### src/hw_divider_map.svh
// register offsets, field positions and reset values of the hardware divider
// assumes a 32-bit register bus with one aligned word per register
`ifndef HW_DIVIDER_MAP_SVH
`define HW_DIVIDER_MAP_SVH

// ==========================================================================
// register byte offsets
`define HWD_OFS_DIVIDEND   5'h00
`define HWD_OFS_DIVISOR    5'h04
`define HWD_OFS_QUOTIENT   5'h08
`define HWD_OFS_REMAINDER  5'h0C
`define HWD_OFS_STATUS     5'h10

// ==========================================================================
// reset values
`define HWD_RST_DIVIDEND   32'h00000000
`define HWD_RST_DIVISOR    16'hFFFF
`define HWD_RST_QUOTIENT   32'h00000000
`define HWD_RST_REMAINDER  32'h00000000
`define HWD_RST_ZERO_FLAG  1'h0
`define HWD_RST_STATUS_B0  1'h1

// ==========================================================================
// field positions
`define HWD_STS_ZERO_BIT   1
`define HWD_STS_RSV0_BIT   0
`define HWD_DIVISOR_MSB    15

// ==========================================================================
// bus answers
`define HWD_RESP_OKAY      2'h0
`define HWD_RESP_SLVERR    2'h2

`endif

### src/hw_divider_pkg.sv
// types shared by the divider datapath and its register front end
// assumes nothing beyond a standard elaborator
package hw_divider_pkg;

	// ==================================================================
	// operand and result bundles
	typedef struct packed {
		logic [31:0] dividend;   // signed dividend
		logic [15:0] divisor;    // signed divisor
	} div_operands_t;

	typedef struct packed {
		logic [31:0] quotient;   // signed quotient
		logic [31:0] remainder;  // sign-extended remainder
		logic        zero;       // divisor was zero
	} div_result_t;

	// ==================================================================
	// register selection after address decode
	typedef enum logic [2:0] {
		SEL_DIVIDEND  = 3'b000,
		SEL_DIVISOR   = 3'b001,
		SEL_QUOTIENT  = 3'b010,
		SEL_REMAINDER = 3'b011,
		SEL_STATUS    = 3'b100,
		SEL_NONE      = 3'b111
	} reg_sel_t;

endpackage

### src/signed_div_core.sv
// combinational signed divide of a wide dividend by a narrow divisor
// assumes the caller registers the result; no clock inside
`timescale 1ns/100ps

module signed_div_core #(
	parameter int DW = 32,   // dividend width
	parameter int SW = 16    // divisor width
) (
	input  wire hw_divider_pkg::div_operands_t ops,
	output hw_divider_pkg::div_result_t        res
);

	// ==================================================================
	// widened operands: one extra bit keeps min / -1 from overflowing
	logic signed [DW:0] num;   // sign-extended dividend
	logic signed [DW:0] den;   // sign-extended divisor
	logic signed [DW:0] quo;   // full quotient
	logic signed [DW:0] rem;   // full remainder

	// operands are two's complement values
	assign num = {ops.dividend[DW-1], ops.dividend};
	assign den = {{(DW+1-SW){ops.divisor[SW-1]}}, ops.divisor};

	// ==================================================================
	// truncating divide; remainder follows the dividend's sign
	always_comb begin
		if (den == '0) begin
			// zero divisor: all-ones quotient, dividend low half as remainder
			quo = '1;
			rem = {{(DW+1-SW){ops.dividend[SW-1]}}, ops.dividend[SW-1:0]};
		end else begin
			quo = num / den;
			rem = num % den;
		end
	end

	// ==================================================================
	// result packing; remainder magnitude always fits the divisor width
	assign res.quotient  = quo[DW-1:0];
	assign res.remainder = {{(DW-SW){rem[SW-1]}}, rem[SW-1:0]};
	assign res.zero      = (ops.divisor == '0);

endmodule

### src/signed_integer_divider.sv
// memory-mapped signed divider behind an axi4-lite slave port
// assumes one clock, an active-low async reset, one master
//
// Contract
// - dividend 32-bit signed, divisor 16-bit signed
// - divisor write starts division automatically
// - results readable one cycle after divisor write
// - quotient is full 32-bit signed value
// - remainder low 16 bits, sign-extended above
// - divisor register holds only low 16 bits
// - status bit 1 flags zero divisor
// - status read-only, other bits reserved
// - quotient held until next division finishes; a write to the quotient register also changes it
`timescale 1ns/100ps
`include "hw_divider_map.svh"

module signed_integer_divider #(
	parameter int AW = 5   // byte address bits decoded
) (
	input  wire logic          clk,
	input  wire logic          rst_n,
	input  wire logic [AW-1:0] s_axi_awaddr,
	input  wire logic [2:0]    s_axi_awprot,
	input  wire logic          s_axi_awvalid,
	output logic               s_axi_awready,
	input  wire logic [31:0]   s_axi_wdata,
	input  wire logic [3:0]    s_axi_wstrb,
	input  wire logic          s_axi_wvalid,
	output logic               s_axi_wready,
	output logic [1:0]         s_axi_bresp,
	output logic               s_axi_bvalid,
	input  wire logic          s_axi_bready,
	input  wire logic [AW-1:0] s_axi_araddr,
	input  wire logic [2:0]    s_axi_arprot,
	input  wire logic          s_axi_arvalid,
	output logic               s_axi_arready,
	output logic [31:0]        s_axi_rdata,
	output logic [1:0]         s_axi_rresp,
	output logic               s_axi_rvalid,
	input  wire logic          s_axi_rready
);

	// ==================================================================
	// reset synchroniser
	logic rst_meta_ff;   // first stage, read only by second
	logic rst_sync_ff;   // released reset used everywhere

	// async assert, release after two edges
	always_ff @(posedge clk or negedge rst_n) begin
		if (!rst_n) begin
			rst_meta_ff <= 1'b0;
			rst_sync_ff <= 1'b0;
		end else begin
			rst_meta_ff <= 1'b1;
			rst_sync_ff <= rst_meta_ff;
		end
	end

	// ==================================================================
	// register state
	logic [31:0] dividend_ff;    // dividend source
	logic [15:0] divisor_ff;     // divisor source, low half only
	logic [31:0] quotient_ff;    // quotient result
	logic [31:0] remainder_ff;   // remainder result
	logic        zero_flag_ff;   // divisor-zero status

	// write channel state
	logic          aw_hold_ff;   // address captured
	logic          w_hold_ff;    // data captured
	logic [AW-1:0] waddr_ff;     // captured write address
	logic [31:0]   wdata_ff;     // captured write data
	logic [3:0]    wstrb_ff;     // captured byte strobes
	logic          awready_ff;
	logic          wready_ff;
	logic          bvalid_ff;
	logic [1:0]    bresp_ff;

	// read channel state
	logic          arready_ff;
	logic          rvalid_ff;
	logic [31:0]   rdata_ff;
	logic [1:0]    rresp_ff;

	// ==================================================================
	// decode helpers
	function automatic hw_divider_pkg::reg_sel_t decode(input logic [AW-1:0] a);
		hw_divider_pkg::reg_sel_t s;
		s = hw_divider_pkg::SEL_NONE;
		unique case (a)
			`HWD_OFS_DIVIDEND:  s = hw_divider_pkg::SEL_DIVIDEND;
			`HWD_OFS_DIVISOR:   s = hw_divider_pkg::SEL_DIVISOR;
			`HWD_OFS_QUOTIENT:  s = hw_divider_pkg::SEL_QUOTIENT;
			`HWD_OFS_REMAINDER: s = hw_divider_pkg::SEL_REMAINDER;
			`HWD_OFS_STATUS:    s = hw_divider_pkg::SEL_STATUS;
			default:            s = hw_divider_pkg::SEL_NONE;
		endcase
		return s;
	endfunction

	// byte-lane merge of write data into an old word
	function automatic logic [31:0] merge(input logic [31:0] old,
			input logic [31:0] d, input logic [3:0] be);
		logic [31:0] m;
		m = old;
		for (int i = 0; i < 4; i++) begin
			if (be[i]) begin
				m[i*8 +: 8] = d[i*8 +: 8];
			end
		end
		return m;
	endfunction

	// ==================================================================
	// write handshake: address and data in either order
	hw_divider_pkg::reg_sel_t wsel;       // decoded write target
	logic                     aw_take;    // address taken this edge
	logic                     w_take;     // data taken this edge
	logic                     do_write;   // commit this edge
	logic                     nxt_aw_hold;
	logic                     nxt_w_hold;
	logic                     nxt_bvalid;

	assign wsel        = decode(waddr_ff);
	assign aw_take     = s_axi_awvalid & awready_ff;
	assign w_take      = s_axi_wvalid & wready_ff;
	assign do_write    = aw_hold_ff & w_hold_ff & ~bvalid_ff;
	assign nxt_aw_hold = (aw_hold_ff | aw_take) & ~do_write;
	assign nxt_w_hold  = (w_hold_ff | w_take) & ~do_write;
	assign nxt_bvalid  = do_write | (bvalid_ff & ~s_axi_bready);

	// write channel flops; ready drops while a write is pending
	always_ff @(posedge clk or negedge rst_sync_ff) begin
		if (!rst_sync_ff) begin
			aw_hold_ff <= 1'b0;
			w_hold_ff  <= 1'b0;
			awready_ff <= 1'b0;
			wready_ff  <= 1'b0;
			bvalid_ff  <= 1'b0;
			bresp_ff   <= `HWD_RESP_OKAY;
		end else begin
			aw_hold_ff <= nxt_aw_hold;
			w_hold_ff  <= nxt_w_hold;
			awready_ff <= ~nxt_aw_hold & ~nxt_bvalid;
			wready_ff  <= ~nxt_w_hold & ~nxt_bvalid;
			bvalid_ff  <= nxt_bvalid;
			if (do_write) begin
				// status is read-only and unmapped words refuse
				bresp_ff <= (wsel == hw_divider_pkg::SEL_NONE ||
					wsel == hw_divider_pkg::SEL_STATUS) ?
					`HWD_RESP_SLVERR : `HWD_RESP_OKAY;
			end
		end
	end

	// captured address and data payloads
	always_ff @(posedge clk or negedge rst_sync_ff) begin
		if (!rst_sync_ff) begin
			waddr_ff <= '0;
			wdata_ff <= 32'h00000000;
			wstrb_ff <= 4'h0;
		end else begin
			if (aw_take) begin
				waddr_ff <= s_axi_awaddr;
			end
			if (w_take) begin
				wdata_ff <= s_axi_wdata;
				wstrb_ff <= s_axi_wstrb;
			end
		end
	end

	// ==================================================================
	// divider datapath
	logic [31:0]                   divisor_word;  // divisor word after byte merge
	logic [15:0]                   nxt_divisor;   // divisor after merge
	logic                          start;         // divisor write commits
	hw_divider_pkg::div_operands_t ops;
	hw_divider_pkg::div_result_t   res;

	// only the low half of the write is kept; upper lanes are dropped here
	assign divisor_word = merge({16'h0000, divisor_ff}, wdata_ff, wstrb_ff);
	assign nxt_divisor  = divisor_word[`HWD_DIVISOR_MSB:0];
	assign start = do_write & (wsel == hw_divider_pkg::SEL_DIVISOR);
	// held dividend plus the divisor being written
	assign ops.dividend = dividend_ff;
	assign ops.divisor  = nxt_divisor;

	signed_div_core #(
		.DW (32),
		.SW (16)
	) u_core (
		.ops (ops),
		.res (res)
	);

	// ==================================================================
	// source registers
	always_ff @(posedge clk or negedge rst_sync_ff) begin
		if (!rst_sync_ff) begin
			dividend_ff <= `HWD_RST_DIVIDEND;
			divisor_ff  <= `HWD_RST_DIVISOR;
		end else if (do_write) begin
			if (wsel == hw_divider_pkg::SEL_DIVIDEND) begin
				dividend_ff <= merge(dividend_ff, wdata_ff, wstrb_ff);
			end
			if (start) begin
				divisor_ff <= nxt_divisor;
			end
		end
	end

	// result registers: loaded on the divisor write edge itself
	always_ff @(posedge clk or negedge rst_sync_ff) begin
		if (!rst_sync_ff) begin
			quotient_ff  <= `HWD_RST_QUOTIENT;
			remainder_ff <= `HWD_RST_REMAINDER;
		end else if (start) begin
			quotient_ff  <= res.quotient;
			remainder_ff <= res.remainder;
		end else if (do_write) begin
			// results are writable, but only between divisions
			if (wsel == hw_divider_pkg::SEL_QUOTIENT) begin
				quotient_ff <= merge(quotient_ff, wdata_ff, wstrb_ff);
			end
			if (wsel == hw_divider_pkg::SEL_REMAINDER) begin
				remainder_ff <= merge(remainder_ff, wdata_ff, wstrb_ff);
			end
		end
	end

	// zero flag re-evaluated on every divisor write
	always_ff @(posedge clk or negedge rst_sync_ff) begin
		if (!rst_sync_ff) begin
			zero_flag_ff <= `HWD_RST_ZERO_FLAG;
		end else if (start) begin
			zero_flag_ff <= res.zero;
		end
	end

	// ==================================================================
	// read channel: one word answered per address, registered data
	hw_divider_pkg::reg_sel_t rsel;        // decoded read target
	logic [31:0]              rword;       // selected read word
	logic                     ar_take;
	logic                     nxt_rvalid;

	assign rsel       = decode(s_axi_araddr);
	assign ar_take    = s_axi_arvalid & arready_ff;
	assign nxt_rvalid = ar_take | (rvalid_ff & ~s_axi_rready);

	// read mux; reserved status bits read zero except bit 0, which reads one
	always_comb begin
		rword = 32'h00000000;
		unique case (rsel)
			hw_divider_pkg::SEL_DIVIDEND:  rword = dividend_ff;
			hw_divider_pkg::SEL_DIVISOR:   rword = {16'h0000, divisor_ff};
			hw_divider_pkg::SEL_QUOTIENT:  rword = quotient_ff;
			hw_divider_pkg::SEL_REMAINDER: rword = remainder_ff;
			hw_divider_pkg::SEL_STATUS: begin
				rword[`HWD_STS_ZERO_BIT] = zero_flag_ff;
				rword[`HWD_STS_RSV0_BIT] = `HWD_RST_STATUS_B0;
			end
			hw_divider_pkg::SEL_NONE:      rword = 32'h00000000;
		endcase
	end

	// read channel flops
	always_ff @(posedge clk or negedge rst_sync_ff) begin
		if (!rst_sync_ff) begin
			arready_ff <= 1'b0;
			rvalid_ff  <= 1'b0;
			rdata_ff   <= 32'h00000000;
			rresp_ff   <= `HWD_RESP_OKAY;
		end else begin
			arready_ff <= ~nxt_rvalid;
			rvalid_ff  <= nxt_rvalid;
			if (ar_take) begin
				rdata_ff <= rword;
				rresp_ff <= (rsel == hw_divider_pkg::SEL_NONE) ?
					`HWD_RESP_SLVERR : `HWD_RESP_OKAY;
			end
		end
	end

	// ==================================================================
	// outputs, all straight from flops
	assign s_axi_awready = awready_ff;
	assign s_axi_wready  = wready_ff;
	assign s_axi_bvalid  = bvalid_ff;
	assign s_axi_bresp   = bresp_ff;
	assign s_axi_arready = arready_ff;
	assign s_axi_rvalid  = rvalid_ff;
	assign s_axi_rdata   = rdata_ff;
	assign s_axi_rresp   = rresp_ff;

	// reference values for the checks below
	logic signed [32:0] ref_q;   // reference quotient
	logic signed [32:0] ref_r;   // reference remainder
	assign ref_q = $signed({dividend_ff[31], dividend_ff}) /
		$signed({{17{nxt_divisor[15]}}, nxt_divisor});
	assign ref_r = $signed({dividend_ff[31], dividend_ff}) %
		$signed({{17{nxt_divisor[15]}}, nxt_divisor});
endmodule

### config.mk
export PLATFORM = sky130hd
export DESIGN_NAME = signed_integer_divider
export DESIGN_NICKNAME = d
export VERILOG_FILES = /design/src/hw_divider_pkg.sv /design/src/signed_div_core.sv /design/src/signed_integer_divider.sv
export VERILOG_INCLUDE_DIRS = /design/src
export SDC_FILE = /design/constraint.sdc
export NUM_CORES = 2
export LEC_CHECK = 0
export BUFFER_PORTS_ARGS = -buffer_cell sky130_fd_sc_hd__buf_2
export CORE_MARGIN = 2
export CORE_UTILIZATION = 35
export CTS_CLUSTER_SIZE = 40
export DETAILED_ROUTE_END_ITERATION = 10
export PLACE_DENSITY = 0.61
export SLEW_MARGIN = 10
export SYNTH_ARGS = -nofsm -noshare
export SYNTH_HDL_FRONTEND = slang
export SYNTH_SLANG_ARGS = --single-unit
### constraint.sdc
create_clock -name clk -period 7.4 [get_ports clk]
set_clock_uncertainty 0.05 [all_clocks]
set_input_delay 1.85 -clock clk [delete_from_list [all_inputs] [get_ports clk]]
set_output_delay 1.85 -clock clk [all_outputs]
set_load 0.02 [all_outputs]
==> impl_metrics.csv <==
group,metric,value,unit
outcome,status,"finished, violations left",
outcome,violations,"setup timing",
place,place.detailed.hpwl,165000,microns
cells_and_area,fin_util,0.613,
detailed_routing,vias,57179,
clocking,clock_insertion_delay_worst_skew,0.47,ns
setup_path,worstSetupPathType,"reg2reg",
setup_path,cp-start-kind,"flop",
global_route,grtUsageTotal,0.321,
flow_run,max_cap_violations,0,
die,floorplan.io_pins,100,
synthesis,netlist.top_cell.by_area,"ha_1",
synthesis,yosys.area.top_type_share,0.168,
timing,final.min_clock_period,65.96,ns
setup_path,crit_path_end_kind,"flop",
synthesis,syn-instance-count,5750,
setup_path,critPathTopFamily,"compound AO/OA/AOI/OAI gates",
synthesis,synthesis.area,42100,sq um
setup_path,timing.critical_path.depth,337,
setup_path,worstRegToRegCells,337,
detailed_routing,drt_drc_violations_left,0,
synthesis,ys_async_sr_fraction,1.00,
timing,hold_violations,0,
die,fp.dieH,351,microns
timing,max_freq,15.2,MHz
setup_path,crit_path_start,"dividend_ff[6]$_DFFE_PN0P_",
detailed_routing,drt_iter0_drc,4662,
synthesis,synthMostInstantiatedCell,"nand2_1",
setup_path,slowest_delay,0.56,ns
clocking,cts_hold_buffers,0,
global_route,global_route.overflow_total,0,
die,chipWidth,351,microns
setup_path,critical_path.max_fanout,9,
setup_path,slowest_stage,"or4_4",
place,numPlacedInstances,9862,
clocking,cts-root-to-sink-buffers,2,
detailed_routing,post_drt_wl_per_cell,20.7,microns
setup_path,timing.rr.end,"remainder_ff[17]$_DFFE_PN0P_",
timing,final-setup-viol-count,64,
clocking,numCtsBuffers,17,
setup_path,cp.buffers_inverters,53,
place,globalplace.congestion,1.03,
global_route,pin_count_of_the_biggest_net_entering_global_routing,74,
global_route,grt_pass1_vias,54716,
timing,worst_pin_slew,1.18,ns
timing,finalMaxSlewViolations,0,
setup_path,crit_path_frequent_cell,"buf_4",
min_path,worst_hold_path_type,"reg2reg",
synthesis,dominantRegCellSynth,"dfrtp_1",
detailed_routing,drtAntennaViolNets,0,
synthesis,yosysSeqAreaShare,0.118,
synthesis,synth.distinct_cells,109,
clocking,clk_transition_reported_paths,0.08,ns
timing,setup_tns,-3712.28,ns
die,design.die.area,123000,sq um
timing,rsz_0062_raised_after_global_routing,"true",
cells_and_area,synthToLayoutAreaGrowth,74.4,%
setup_path,worst_ep_required_time,7.73,ns
detailed_routing,vias_per_cell,5.55,
synthesis,syn_area_per_cell,7.32,sq um
synthesis,ys.warnings.count,0,
cells_and_area,drive_gt1_frac,0.479,
synthesis,synth.area.top_cells,"ha_1, dfrtp_1, a21oi_1",
global_route,grt_first_pass_wirelength,309000,microns
setup_path,cp_data_arrival_time,66.29,ns
die,initial_core_util,0.352,
setup_path,timing.reg2reg.setup_slack,-58.56,ns
clocking,cts.root.buffer_cell,"clkbuf_16",
place,port_buffers,91,
clocking,clock_tree_from_tritoncts,"done",
synthesis,synth.ff_latch_count,197,
synthesis,edff_count_synth,0,
clocking,clock_sink_count,197,
synthesis,yosys-top-cells-count,"nand2_1, nor2_1, ha_1, a21oi_1, o21ai_0",
cells_and_area,non_filler_instance_count_after_layout,10294,
setup_path,rr_startpoint,"dividend_ff[6]$_DFFE_PN0P_",
cells_and_area,finalNetCount,9293,
timing,fin_crit_sh,8.91,
die,core_region_area,120000,sq um
die,core.rowCount,127,
global_route,antenna_found_initial,9,
setup_path,endpoint,"remainder_ff[17]$_DFFE_PN0P_",
detailed_routing,detail_route.first_pass.iterations,8,
detailed_routing,drt-total-wl,213000,microns
clocking,htreeDepth,4,
timing,post-route-worst-setup-slack,-58.56,ns
timing,timing.max_slew.rel_slack,0.207,
timing,fin_hold_ws,0.309,ns
==> layout by cell type (no fill, tap or decap), types with 31 or more instances in the layout <==
cell type,count
o21ai_1,70
a21oi_2,127
ha_4,125
o22ai_1,52
ha_1,423
or3_1,38
buf_6,83
o211ai_1,67
dfrtp_1,178
nor2b_1,47
o21ai_2,74
mux2i_1,53
buf_4,2732
and2_1,35
nand2_1,597
o21bai_1,45
nand4_1,73
nor2_2,49
xnor2_1,262
buf_2,95
inv_1,164
nor2_1,523
o21a_1,137
nand3_1,105
a31oi_1,61
a21oi_1,330
conb_1,157
mux2_2,118
or2_2,31
nand2_2,37
nor3_1,129
nand2b_1,47
o21ai_0,232
xor2_1,172
a21o_1,179
==> how the worst min path moves through the flow <==
stage	startpoint	end	slack, ns	cells past startpoint
finish	rst_meta_ff$_DFF_PN0_	rst_sync_ff$_DFF_PN0_	0.31	0
global route	rst_meta_ff$_DFF_PN0_	rst_sync_ff$_DFF_PN0_	0.31	0
CTS	rst_meta_ff$_DFF_PN0_	rst_sync_ff$_DFF_PN0_	0.31	0
detailed placement	rst_meta_ff$_DFF_PN0_	rst_sync_ff$_DFF_PN0_	0.29	0
global placement	rst_meta_ff$_DFF_PN0_	rst_sync_ff$_DFF_PN0_	0.29	0
floorplan	rst_meta_ff$_DFF_PN0_	rst_sync_ff$_DFF_PN0_	0.28	0
==> cell type report <==
cell class              instances  area, sq um
multi-input cells            5326        42600
diodes                          2         5.00
inverters                     185          694
repair buffers               2940        22500
flip-flops and latches        197         4960
clock inverters                14          164
clock buffers                  18          429
well taps                    1612         2020
fillers                     10500        46300
==> layer usage <==
layer	vias up	part of all wire	track usage
li1	27090	-	-
met1	27334	0.42	0.406
met2	2131	0.47	0.542
met3	622	0.062	0.0352
met4	2	0.057	0.153
met5	-	0.000047	0
==> state kept, by name, summed over array words and instances, names as in the netlist <==
signal / count
s_axi_rvalid: 1
wstrb_ff: 4
dividend_ff: 32
waddr_ff: 5
s_axi_rdata: 32
rst_meta_ff: 1
s_axi_rresp: 1
rst_sync_ff: 1
divisor_ff: 16
s_axi_arready: 1
aw_hold_ff: 1
quotient_ff: 32
w_hold_ff: 1
zero_flag_ff: 1
s_axi_bvalid: 1
remainder_ff: 32
s_axi_awready: 1
wdata_ff: 32
s_axi_wready: 1
s_axi_bresp: 1
==> kinds of logic (layout without fill, tap and decap cells) <==
kind of cell / after synthesis / count (layout) / share of synthesized area
XOR/XNOR: 455 / 455 / 0.0951
AND/OR/NAND/NOR: 2037 / 2038 / 0.226
other: 2 / 159 / 0.000178
buffers and inverters: 383 / 3157 / 0.0358
AO/OA/AOI/OAI: 1893 / 1893 / 0.297
multiplexers: 216 / 216 / 0.0599
adder cells (fa/ha/maj): 567 / 567 / 0.169
flip-flops: 197 / 197 / 0.118
==> stage by stage <==
step	area [sq um]	setup slack [ns]
after floorplan	45600	-58.00
after global placement	65000	-61.52
after global routing	73400	-60.95
final	73400	-58.56
after detailed placement	65000	-62.53
after CTS	68600	-57.94
==> timing repair <==
action	CTS	global route
hold endpoints to repair	0	0
pin swaps	217	430
buffers inserted	188	215
resized for setup	328	647
endpoints found under the setup margin	64	64
cloned	6	4
Power is left out: the tool's default activity adds up to more than one toggle a clock period on the data nets, which glitch-free logic cannot reach.
